## src/logic/bfd_consts.svh

```systemverilog
// constants for the booster diagnostic flag block
// assumes a 100 MHz clock and a 16-bit register port
`ifndef BFD_CONSTS_SVH
`define BFD_CONSTS_SVH
`define BFD_PHASES      3
`define BFD_AW          8
`define BFD_DW          16
`define BFD_CLK_NS      10
`define BFD_BLANK_NS    150000
`define BFD_BLANK_CYC   ((`BFD_BLANK_NS + `BFD_CLK_NS - 1) / `BFD_CLK_NS)
`define BFD_CNT_W       14
`define BFD_OFS_CTRL    8'h00
`define BFD_OFS_STA     8'h0a
`define BFD_OFS_STB     8'h0b
`define BFD_CTRL_RST    16'h0000
`define BFD_C_EN_LSB    0
`define BFD_C_AUTO      3
`define BFD_C_PINSEL    4
`define BFD_C_TSEL_LSB  5
`define BFD_C_UVT_LSB   8
`define BFD_C_SETP_LSB  11
`define BFD_A_TW        0
`define BFD_A_TSD       1
`define BFD_A_SER       2
`define BFD_A_HWR       3
`define BFD_A_OV        4
`define BFD_A_TOUT      5
`define BFD_A_ACT_LSB   8
`define BFD_B_DUV       0
`define BFD_B_DNOK      1
`define BFD_B_PIN_LSB   8
`endif

```

## src/logic/bfd_pkg.sv

```systemverilog
// types for the booster diagnostic flag block
// widths come from bfd_consts.svh
`default_nettype none
`include "bfd_consts.svh"
package bfd_pkg;
  typedef struct packed {
    logic                    wr;
    logic                    rd;
    logic [`BFD_AW-1:0]      addr;
    logic [`BFD_DW-1:0]      wdata;
  } bfd_bus_type;
  typedef struct packed {
    logic                    tw;
    logic                    thermal_shutdown_flag;
    logic                    ov;
    logic                    ov_low;
    logic                    div_uv;
    logic                    hr_fail;
    logic                    cur_fail;
    logic                    drv_uv;
    logic [7:0]              temp_hi;
    logic [`BFD_PHASES-1:0]  pin;
  } bfd_mon_type;
  typedef struct packed {
    bfd_mon_type             s1;
    bfd_mon_type             s2;
    bfd_mon_type             s3;
    bfd_mon_type             stab;
    logic [`BFD_DW-1:0]      ctrl;
    logic                    tw;
    logic                    thermal_shutdown_flag;
    logic                    ser;
    logic                    hardware_reset_flag;
    logic                    ov;
    logic                    duv;
    logic                    dnok;
    logic                    tsd_act;
    logic                    ov_off;
    logic [`BFD_PHASES-1:0]  blocked;
    logic [`BFD_PHASES-1:0]  en_prev;
    logic [`BFD_PHASES-1:0]  drive;
    logic [`BFD_CNT_W-1:0]   blank_cnt;
    logic                    blank_done;
    logic [`BFD_DW-1:0]      rdata;
  } bfd_state_type;
endpackage
`default_nettype wire
```

## src/logic/bfd_flags.sv

```systemverilog
// diagnostic and protection flags with phase shutdown for a boost
// controller; monitor inputs are asynchronous comparator levels,
// serial_error is a one-cycle pulse from the serial port logic and
// the two mode inputs come from logic on the same clock.
// reset_n is the power-on reset.
`timescale 1ns/1ps
`default_nettype none
`include "bfd_consts.svh"

// Notes on behaviour
// - warning comparator sets a latched warning flag; drive unaffected
// - shutdown detection turns all phases off, sets latched shutdown flag
// - shutdown condition ends only when temperature is below warning level
// - after shutdown: auto restart if bit set, else phase enable rising edge
// - temperature output flag follows comparator chosen by 3-bit select
// - serial error pulse sets a latched serial error flag
// - hardware reset flag set by power-on reset only
// - overvoltage sets latched flag and turns the booster off
// - booster restarts once boost voltage is below reactivation level
// - divider undervoltage sets latched flag and turns booster off
// - headroom or current fault sets latched gate-drive fault flag
// - gate-drive undervoltage turns the booster off
// - gate-drive undervoltage ignored for 150 us after power-on
// - 3-bit threshold relative to 4-bit setpoint; zero disables lockout
// - live per-phase active flag, distinct from the enable bit
// - live per-pin level flag of each enable pin
// - pin mode: phase runs only with enable bit and pin both high
// - manual restart needs shutdown flag cleared; modes force auto
module bfd_flags #(
  parameter int BLANK_CYC = `BFD_BLANK_CYC
) (
  input  wire logic                       clk,
  input  wire logic                       reset_n,
  input  wire bfd_pkg::bfd_bus_type       bus,
  output logic [`BFD_DW-1:0]              read_data,
  input  wire bfd_pkg::bfd_mon_type       mon,
  input  wire logic                       serial_error,
  input  wire logic                       fail_safe_mode,
  input  wire logic                       stand_alone_mode,
  output logic [`BFD_PHASES-1:0]          phase_drive,
  output logic [2:0]                      gate_drive_uv_threshold,
  output logic [3:0]                      gate_drive_setpoint
);

  localparam int PH = `BFD_PHASES;
  localparam logic [`BFD_CNT_W-1:0] BLANK_LAST =
    `BFD_CNT_W'(BLANK_CYC - 1);

  bfd_pkg::bfd_state_type st_ff;
  bfd_pkg::bfd_state_type nxt_st;

  logic [PH-1:0]  en_bit;
  logic           auto_rcv;
  logic           pin_sel;
  logic [2:0]     tsel;
  logic [2:0]     uv_thr;
  logic           temp_out;
  logic           drv_uv_now;
  logic           off_all;
  logic           wr_a;
  logic           wr_b;
  logic [PH-1:0]  rise;

  // a change counts once the second and third stage agree
  function automatic bfd_pkg::bfd_mon_type settle(
    input bfd_pkg::bfd_mon_type a,
    input bfd_pkg::bfd_mon_type b,
    input bfd_pkg::bfd_mon_type held
  );
    settle = (a & b) | (held & (a | b));
  endfunction

  function automatic logic clr_bit(
    input logic            wr_hit,
    input logic [`BFD_DW-1:0] d,
    input int              pos
  );
    clr_bit = wr_hit & d[pos];
  endfunction

  always_comb
  begin
    en_bit   = st_ff.ctrl[`BFD_C_EN_LSB +: PH];
    pin_sel  = st_ff.ctrl[`BFD_C_PINSEL];
    tsel     = st_ff.ctrl[`BFD_C_TSEL_LSB +: 3];
    uv_thr   = st_ff.ctrl[`BFD_C_UVT_LSB +: 3];
    auto_rcv = st_ff.ctrl[`BFD_C_AUTO] | fail_safe_mode
               | stand_alone_mode;
    temp_out = st_ff.stab.temp_hi[tsel];
    drv_uv_now = st_ff.stab.drv_uv & st_ff.blank_done
                 & (uv_thr != 3'h0);
    off_all  = st_ff.tsd_act | st_ff.ov_off | st_ff.stab.div_uv
               | drv_uv_now;
    wr_a     = bus.wr & (bus.addr == `BFD_OFS_STA);
    wr_b     = bus.wr & (bus.addr == `BFD_OFS_STB);
    rise     = en_bit & ~st_ff.en_prev;
    nxt_st   = st_ff;

    // three-stage synchroniser; s1 is read only by s2
    nxt_st.s1   = mon;
    nxt_st.s2   = st_ff.s1;
    nxt_st.s3   = st_ff.s2;
    nxt_st.stab = settle(st_ff.s2, st_ff.s3, st_ff.stab);

    if (bus.wr && bus.addr == `BFD_OFS_CTRL)
    begin
      nxt_st.ctrl = bus.wdata;
    end

    // latched flags: write one to clear, a new event wins the cycle
    nxt_st.tw = st_ff.stab.tw
      | (st_ff.tw & ~clr_bit(wr_a, bus.wdata, `BFD_A_TW));
    nxt_st.thermal_shutdown_flag = st_ff.stab.thermal_shutdown_flag
      | (st_ff.thermal_shutdown_flag & ~clr_bit(wr_a, bus.wdata, `BFD_A_TSD));
    nxt_st.ser = serial_error
      | (st_ff.ser & ~clr_bit(wr_a, bus.wdata, `BFD_A_SER));
    nxt_st.hardware_reset_flag =
      st_ff.hardware_reset_flag & ~clr_bit(wr_a, bus.wdata, `BFD_A_HWR);
    nxt_st.ov = st_ff.stab.ov
      | (st_ff.ov & ~clr_bit(wr_a, bus.wdata, `BFD_A_OV));
    nxt_st.duv = st_ff.stab.div_uv
      | (st_ff.duv & ~clr_bit(wr_b, bus.wdata, `BFD_B_DUV));
    nxt_st.dnok = st_ff.stab.hr_fail | st_ff.stab.cur_fail
      | (st_ff.dnok & ~clr_bit(wr_b, bus.wdata, `BFD_B_DNOK));

    // shutdown holds until the die is back under the warning level
    nxt_st.tsd_act = st_ff.stab.thermal_shutdown_flag
      | (st_ff.tsd_act & st_ff.stab.tw);
    nxt_st.ov_off = st_ff.stab.ov
      | (st_ff.ov_off & ~st_ff.stab.ov_low);

    // blanking of the gate-drive lockout after power-on
    if (!st_ff.blank_done)
    begin
      nxt_st.blank_cnt = st_ff.blank_cnt + `BFD_CNT_W'(1);
      nxt_st.blank_done = (st_ff.blank_cnt == BLANK_LAST);
    end

    nxt_st.en_prev = en_bit;
    for (int i = 0; i < PH; i++)
    begin
      // manual restart needs a fresh enable edge with the flag cleared
      if (st_ff.tsd_act)
      begin
        nxt_st.blocked[i] = 1'b1;
      end
      else if (auto_rcv || (rise[i] && !st_ff.thermal_shutdown_flag))
      begin
        nxt_st.blocked[i] = 1'b0;
      end
      nxt_st.drive[i] = en_bit[i] & (~pin_sel | st_ff.stab.pin[i])
        & ~off_all & ~st_ff.blocked[i];
    end

    // read data stands for one cycle only; unmapped reads give zero
    nxt_st.rdata = '0;
    if (bus.rd)
    begin
      unique case (bus.addr)
        `BFD_OFS_CTRL:
          nxt_st.rdata = st_ff.ctrl;
        `BFD_OFS_STA:
        begin
          nxt_st.rdata[`BFD_A_TW]   = st_ff.tw;
          nxt_st.rdata[`BFD_A_TSD]  = st_ff.thermal_shutdown_flag;
          nxt_st.rdata[`BFD_A_SER]  = st_ff.ser;
          nxt_st.rdata[`BFD_A_HWR]  = st_ff.hardware_reset_flag;
          nxt_st.rdata[`BFD_A_OV]   = st_ff.ov;
          nxt_st.rdata[`BFD_A_TOUT] = temp_out;
          nxt_st.rdata[`BFD_A_ACT_LSB +: PH] = st_ff.drive;
        end
        `BFD_OFS_STB:
        begin
          nxt_st.rdata[`BFD_B_DUV]  = st_ff.duv;
          nxt_st.rdata[`BFD_B_DNOK] = st_ff.dnok;
          nxt_st.rdata[`BFD_B_PIN_LSB +: PH] = st_ff.stab.pin;
        end
        default:
          nxt_st.rdata = '0;
      endcase
    end
  end

  always_ff @(posedge clk or negedge reset_n)
  begin
    if (!reset_n)
    begin
      st_ff      <= '0;
      st_ff.ctrl <= `BFD_CTRL_RST;
      st_ff.hardware_reset_flag  <= 1'b1;
    end
    else
    begin
      st_ff <= nxt_st;
    end
  end

  always_comb
  begin
    read_data               = st_ff.rdata;
    phase_drive             = st_ff.drive;
    gate_drive_uv_threshold = st_ff.ctrl[`BFD_C_UVT_LSB +: 3];
    gate_drive_setpoint     = st_ff.ctrl[`BFD_C_SETP_LSB +: 4];
  end
endmodule
`default_nettype wire

```

## config.mk

```make
export PLATFORM = sky130hd
export DESIGN_NAME = bfd_flags
export DESIGN_NICKNAME = d
export VERILOG_FILES = /design/src/logic/bfd_pkg.sv /design/src/logic/bfd_flags.sv
export VERILOG_INCLUDE_DIRS = /design/src /design/src/logic
export SDC_FILE = /design/constraint.sdc
export NUM_CORES = 1
export LEC_CHECK = 0
export BUFFER_PORTS_ARGS = -buffer_cell sky130_fd_sc_hd__buf_4
export CAP_MARGIN = 5
export CORE_MARGIN = 8
export CORE_UTILIZATION = 53
export DETAILED_ROUTE_END_ITERATION = 10
export HOLD_SLACK_MARGIN = 0.12
export PLACE_DENSITY = 0.75
export SETUP_SLACK_MARGIN = 0.2
export SYNTH_ARGS = -nofsm -noshare
export SYNTH_HDL_FRONTEND = slang
export SYNTH_SLANG_ARGS = --single-unit
export TNS_END_PERCENT = 1
```

## constraint.sdc

```tcl
create_clock -name clk -period 1.7 [get_ports clk]
set_input_delay 0.17 -clock clk [delete_from_list [all_inputs] [get_ports clk]]
set_output_delay 0.17 -clock clk [all_outputs]
set_load 0.005 [all_outputs]
```

# [After elaboration in Yosys (flattened, before gate mapping)]
# Cells that the tools add are included.
[totals] ff_bits=141 input_bits=50 out_inout_bits=26 elab_cells=156
[classes] n_addsub=1 n_lt_le_gt_ge=1 eq_ne=3 mux=15 n_bitwise=65 n_reduce_logical=13
[op_table] operator="19-bit bitwise AND" n=2
[op_table] operator="19-bit OR" n=2
[op_table] operator="1-bit bitwise AND" n=29
[op_table] operator="1-bit OR" n=17
[op_table] operator="8-bit by 4-bit equality test with 1-bit output (second input constant)" n=2
[op_table] operator="16-bit 2-to-1 mux" n=1
[op_table] operator="14-bit by 1-bit adder with 14-bit output (second input constant)" n=1
[op_table] operator="14-bit equality test (second input constant)" n=1
[op_table] operator="1-bit NOT" n=13
[op_table] operator="3-bit case mux with 3 select lines" n=1
[op_table] operator="8-bit zero test" n=1
[op_table] operator="1-bit 2-to-1 mux" n=8
[op_table] operator="4-bit case mux with 2 select lines" n=1
[op_table] operator="2-bit case mux with 3 select lines" n=1
[op_table] operator="2-bit nonzero test" n=3
[op_table] operator="5-bit 2-to-1 mux" n=1
[op_table] operator="1-bit logical AND" n=4
[op_table] operator="3-bit by 4-bit < comparator with 1-bit output (second input constant)" n=1
[op_table] operator="3-bit bitwise AND" n=1
[op_table] operator="1-bit binary-select mux with 3-bit select" n=1
[op_table] operator="1-bit logical OR" n=3
[op_table] operator="3-bit NOT" n=1
[op_table] operator="3-bit nonzero test" n=1
[op_table] operator="2-bit 2-to-1 mux" n=1
[op_table] operator="1-bit zero test" n=1

# [Longest topological paths before layout]
[logic_depth] depth_word=6 mapped_depth=6 depth_no_buf=5

# [Worst setup path before layout]
# OpenSTA, ideal clock, no wires.
[synth_path] kind="input to register" start="input bus[21] (netlist name)" end="register st_ff (netlist bit gate_drive_setpoint[0])" setup_time_ps=125 arrival_time_ps=1545 t_required_ps=1575 slack_ps=30 path_stages=5 n_path_buf=1 path_cell_list="or4_4 nor2_4 nand3_4 buf_6 mux2_4"
[synth_via] elab_chain_cells=2
[synth_rtl] element="start: declaration" line="bfd_flags.sv:34" text="input wire bfd_pkg::bfd_bus_type bus,"
[synth_rtl] element="8-bit zero test"
[synth_rtl] element="1-bit logical AND (no line)"
[synth_rtl] element="end signal: assignment" line="bfd_flags.sv:194" text="st_ff <= nxt_st;"
[synth_rtl] element="end: declaration" line="bfd_flags.sv:49" text="bfd_pkg::bfd_state_type st_ff;"
# Every way passes these cells.
# A chain may end at the register's enable or synchronous reset.

==> results summary <==
The cell area power density is 1120 nW/um^2. The share of synthesized area occupied by flip-flops and latches is between 70% and 80%. The count of buffers from port buffering came out at 75. The clock slew seen by the registers of the worst setup and hold paths is about 0.06 ns. The arrival time at the worst endpoint is about 1.9 ns. The first global-routing pass estimated 16300 um of wire.

The growth of design area from synthesis to finish came out at 31.6%. The via count is 2883. Setup repair after global routing could not meet its margin everywhere. The worst hold path belongs to the class in -> reg. During synthesis, Yosys emitted a total of 0 warnings. The fraction of synthesized cell area taken by the top area cell type is 69.9%.

The worst slack at placement came out at -0.00280 ns. The number of slew-limit violations in the final report is 0. The number of nets in the final layout is 485. The total overflow left after global routing is 0.

The headroom to the max-slew limit came out at around two thirds. 76 I/O pins were placed. The clock period minus final worst setup slack came out at 1.51 ns. Of all cell types, the one taking the most synthesized area is dfrtp_1.

For the worst setup path, the data required time is 2.10 ns. By area the synthesized netlist is led by dfrtp_1, buf_4, maj3_1. STA classifies the critical path endpoint as a register. The main flop type after synthesis is dfrtp_1. From bottom edge to top edge, the die measures 113 um. The maximum root-to-sink buffer count came out at 2.

The total clock sinks is 141. The weighted congestion reported at the end of routability-driven placement is 0.786. The synthesized design contains 141 register bits.

Max-cap violations in this run came to 0. The die area came out at approximately 13000 um^2. Across every metal layer, demand over resource in global routing totals between 10% and 20%. The worst-case clock skew is 0.00661 ns.

The repair_antennas step left the layout with diodes totalling 0. The worst-case IR drop observed on VDD is approximately 570 uV. The peak clock frequency supported by timing is 663 MHz. In this run the cell area measured after placement is ~5600 um^2. The detailed-route wire length is 9520 um. Of all nets on the critical path, the largest fanout is 3. For the pin with the worst max-slew slack, the measured transition is 0.517 ns. The site row count is 35. The clock insertion delay at the later pin of the skew report is approximately 0.5 ns.

The largest net degree at the start of global routing came out at 50. The net count after synthesis is 371. The count of cell types in the netlist is 44. For this design the static power due to leakage is 3.06 nW.

The share of cells above drive strength 1 came out at approximately 34%. The final period utilization is about nine tenths. TritonCTS built the clock tree. The flow ran to the end, and the final reports show no timing, DRC or antenna violations.

The post-detailed-route count of antenna-violating nets came out at 0. The remaining routing DRC violations is 0. The CTS root buffer is clkbuf_8. After routing the design area is 6590 um^2. The number of detailed-route iterations in the first pass came out at 4.

The HPWL after detailed placement came out at 6190 um. The worst setup path is of the reg -> reg kind. After floorplanning, the core was sized to cover 9200 um^2.

The post-synthesis area per instance came out at 15.7 um^2. The final-report hold violation count came out at 0. Setup slack closes at 0.192 ns. The number of global-route vias before repair is 3251. The proportion of register bits with asynchronous set or reset after synthesis is 100%.

The number of antenna violations at the first check in global routing came to 0. The synthesized instance count came out at 320. The number of levels the H-tree was split into came out at 4. Setup violations remaining at the end of the flow were counted as 0. Counting flops with a built-in enable in the synthesized netlist gives 0.

The total clock buffers created by CTS came out at 17. STA classifies the critical path startpoint as a register. The detailed-route vias per instance is 5.17. After detailed routing, the average wire length per cell comes to 17.1 um.

The netlist area before placement is around 5000 um^2. The initial detailed-routing violation count is around 130. The starting density of the core came out at 54.5%.

The filler cell count in the final layout came out at 569. The chip width is 113 um. The aggregate negative setup slack is 0 ns.
==> layout make-up <==
| type | instances | area (um^2) | area share, % |
|---|---|---|---|
| clock buffer | 18 | 428 | 6.49 |
| clock inverter | 14 | 121 | 1.84 |
| inverter | 2 | 7.51 | 0.114 |
| multi-input combinational | 144 | 1250 | 18.9 |
| sequential | 141 | 3530 | 53.5 |
| tap | 111 | 139 | 2.11 |
| timing repair buffer | 128 | 1120 | 17.0 |
==> critical path: stages, from the launching register on <==
cell and delay [ns]:
dfrtp_2 0.40, mux4_2 0.50, mux2_4 0.29, a32o_1 0.21
==> power by group <==
part           switching [mW]  internal [mW]  total, mW
combinational           0.156          0.248      0.404
clock                    1.47           1.89       3.36
sequential              0.100           3.51       3.61
==> cells in the mapped netlist, types with 7 or more instances <==
library cell and instances:
dfrtp_1 140, mux2_4 10, nor2_1 8, nand3_1 10, maj3_1 19, and2_1 7, nand2_1 7, xnor2_1 9
buf_4 26, a21o_1 8, mux2_2 8
==> logic make-up (layout without fill, tap and decap cells) <==
logic type      count (synthesis)  count (layout)  synth area share [%]
compound gates                 28              28                  4.62
xor+xnor                       13              13                  2.27
fa+ha+maj                      20              20                  4.04
buf+inv                        35             162                  4.77
flops                         141             141                  70.4
mux                            20              20                  5.69
simple gates                   63              63                  8.19
==> stage by stage <==
stage	power [mW]	std cells	util [%]	hold slack, ns
after floorplan	3.76	320	-	-0.126
after global placement	3.98	482	60.9	0.0809
after detailed placement	3.99	482	60.9	0.0855
after CTS	7.45	557	71.6	0.154
after global routing	7.66	558	71.7	0.179
final	7.38	558	71.7	0.181
==> flip-flops by register name (all words and copies together) (netlist names) <==
name                     cells
pin_sel                      1
read_data                   16
st_ff                       73
gate_drive_setpoint          4
phase_drive                  3
nxt_st                      38
en_bit                       3
gate_drive_uv_threshold      3
==> per-layer routing <==
metal  up-vias  track usage, %  part of all wire (%)
li1       1325               -                     -
met1      1468            20.2                    43
met2        77            25.5                    49
met3        13            5.91                   5.8
met4         0            6.48                   1.9
met5         -               0                     0
==> path summary, 6_finish.rpt <==
kind                                  startpoint                     end  slack [ns]  cells past startpoint
setup / recovery           st_ff[54]$_DFFE_PN0P_  read_data[5]$_DFF_PN0_        0.19                      3
hold / removal                           bus[16]     st_ff[48]$_DFF_PN0_        0.18                      5
setup reg to reg           st_ff[54]$_DFFE_PN0P_  read_data[5]$_DFF_PN0_        0.19                      3
hold reg to reg            nxt_st[108]$_DFF_PN0_    nxt_st[89]$_DFF_PN0_        0.35                      0
max in group asynchronous                reset_n     st_ff[65]$_DFF_PN0_        0.47                      4
min in group asynchronous                reset_n   st_ff[64]$_DFFE_PN0P_        0.65                      3
==> placed cells by master (no fill, tap or decap), drive strengths merged, types with 2 or more instances in the layout <==
master,count
dfrtp,140
buf,86
dlygate4sd3,42
maj3,19
clkbuf,18
mux2,18
nand3,11
inv,11
xnor2,9
nor2,9
a21o,8
and2,7
nand2,7
a22o,5
a22oi,5
a32o,4
nand4,4
nor4b,4
xor2,4
nor3,4
clkinv,4
and3,3
nor2b,3
a31o,3
nand2b,2
mux4,2
or3b,2
nor4,2
==> repair_timing <==
item | 4_1_cts | 5_1_grt
gates resized for setup | 2 | 1
hold buffers | 42 | 0
pin swaps | 1 | 0
setup buffers | 1 | 1
endpoints found under the setup margin | 1 | 6
hold endpoints to repair | 195 | 0
Power figures use the tool's default switching activity.
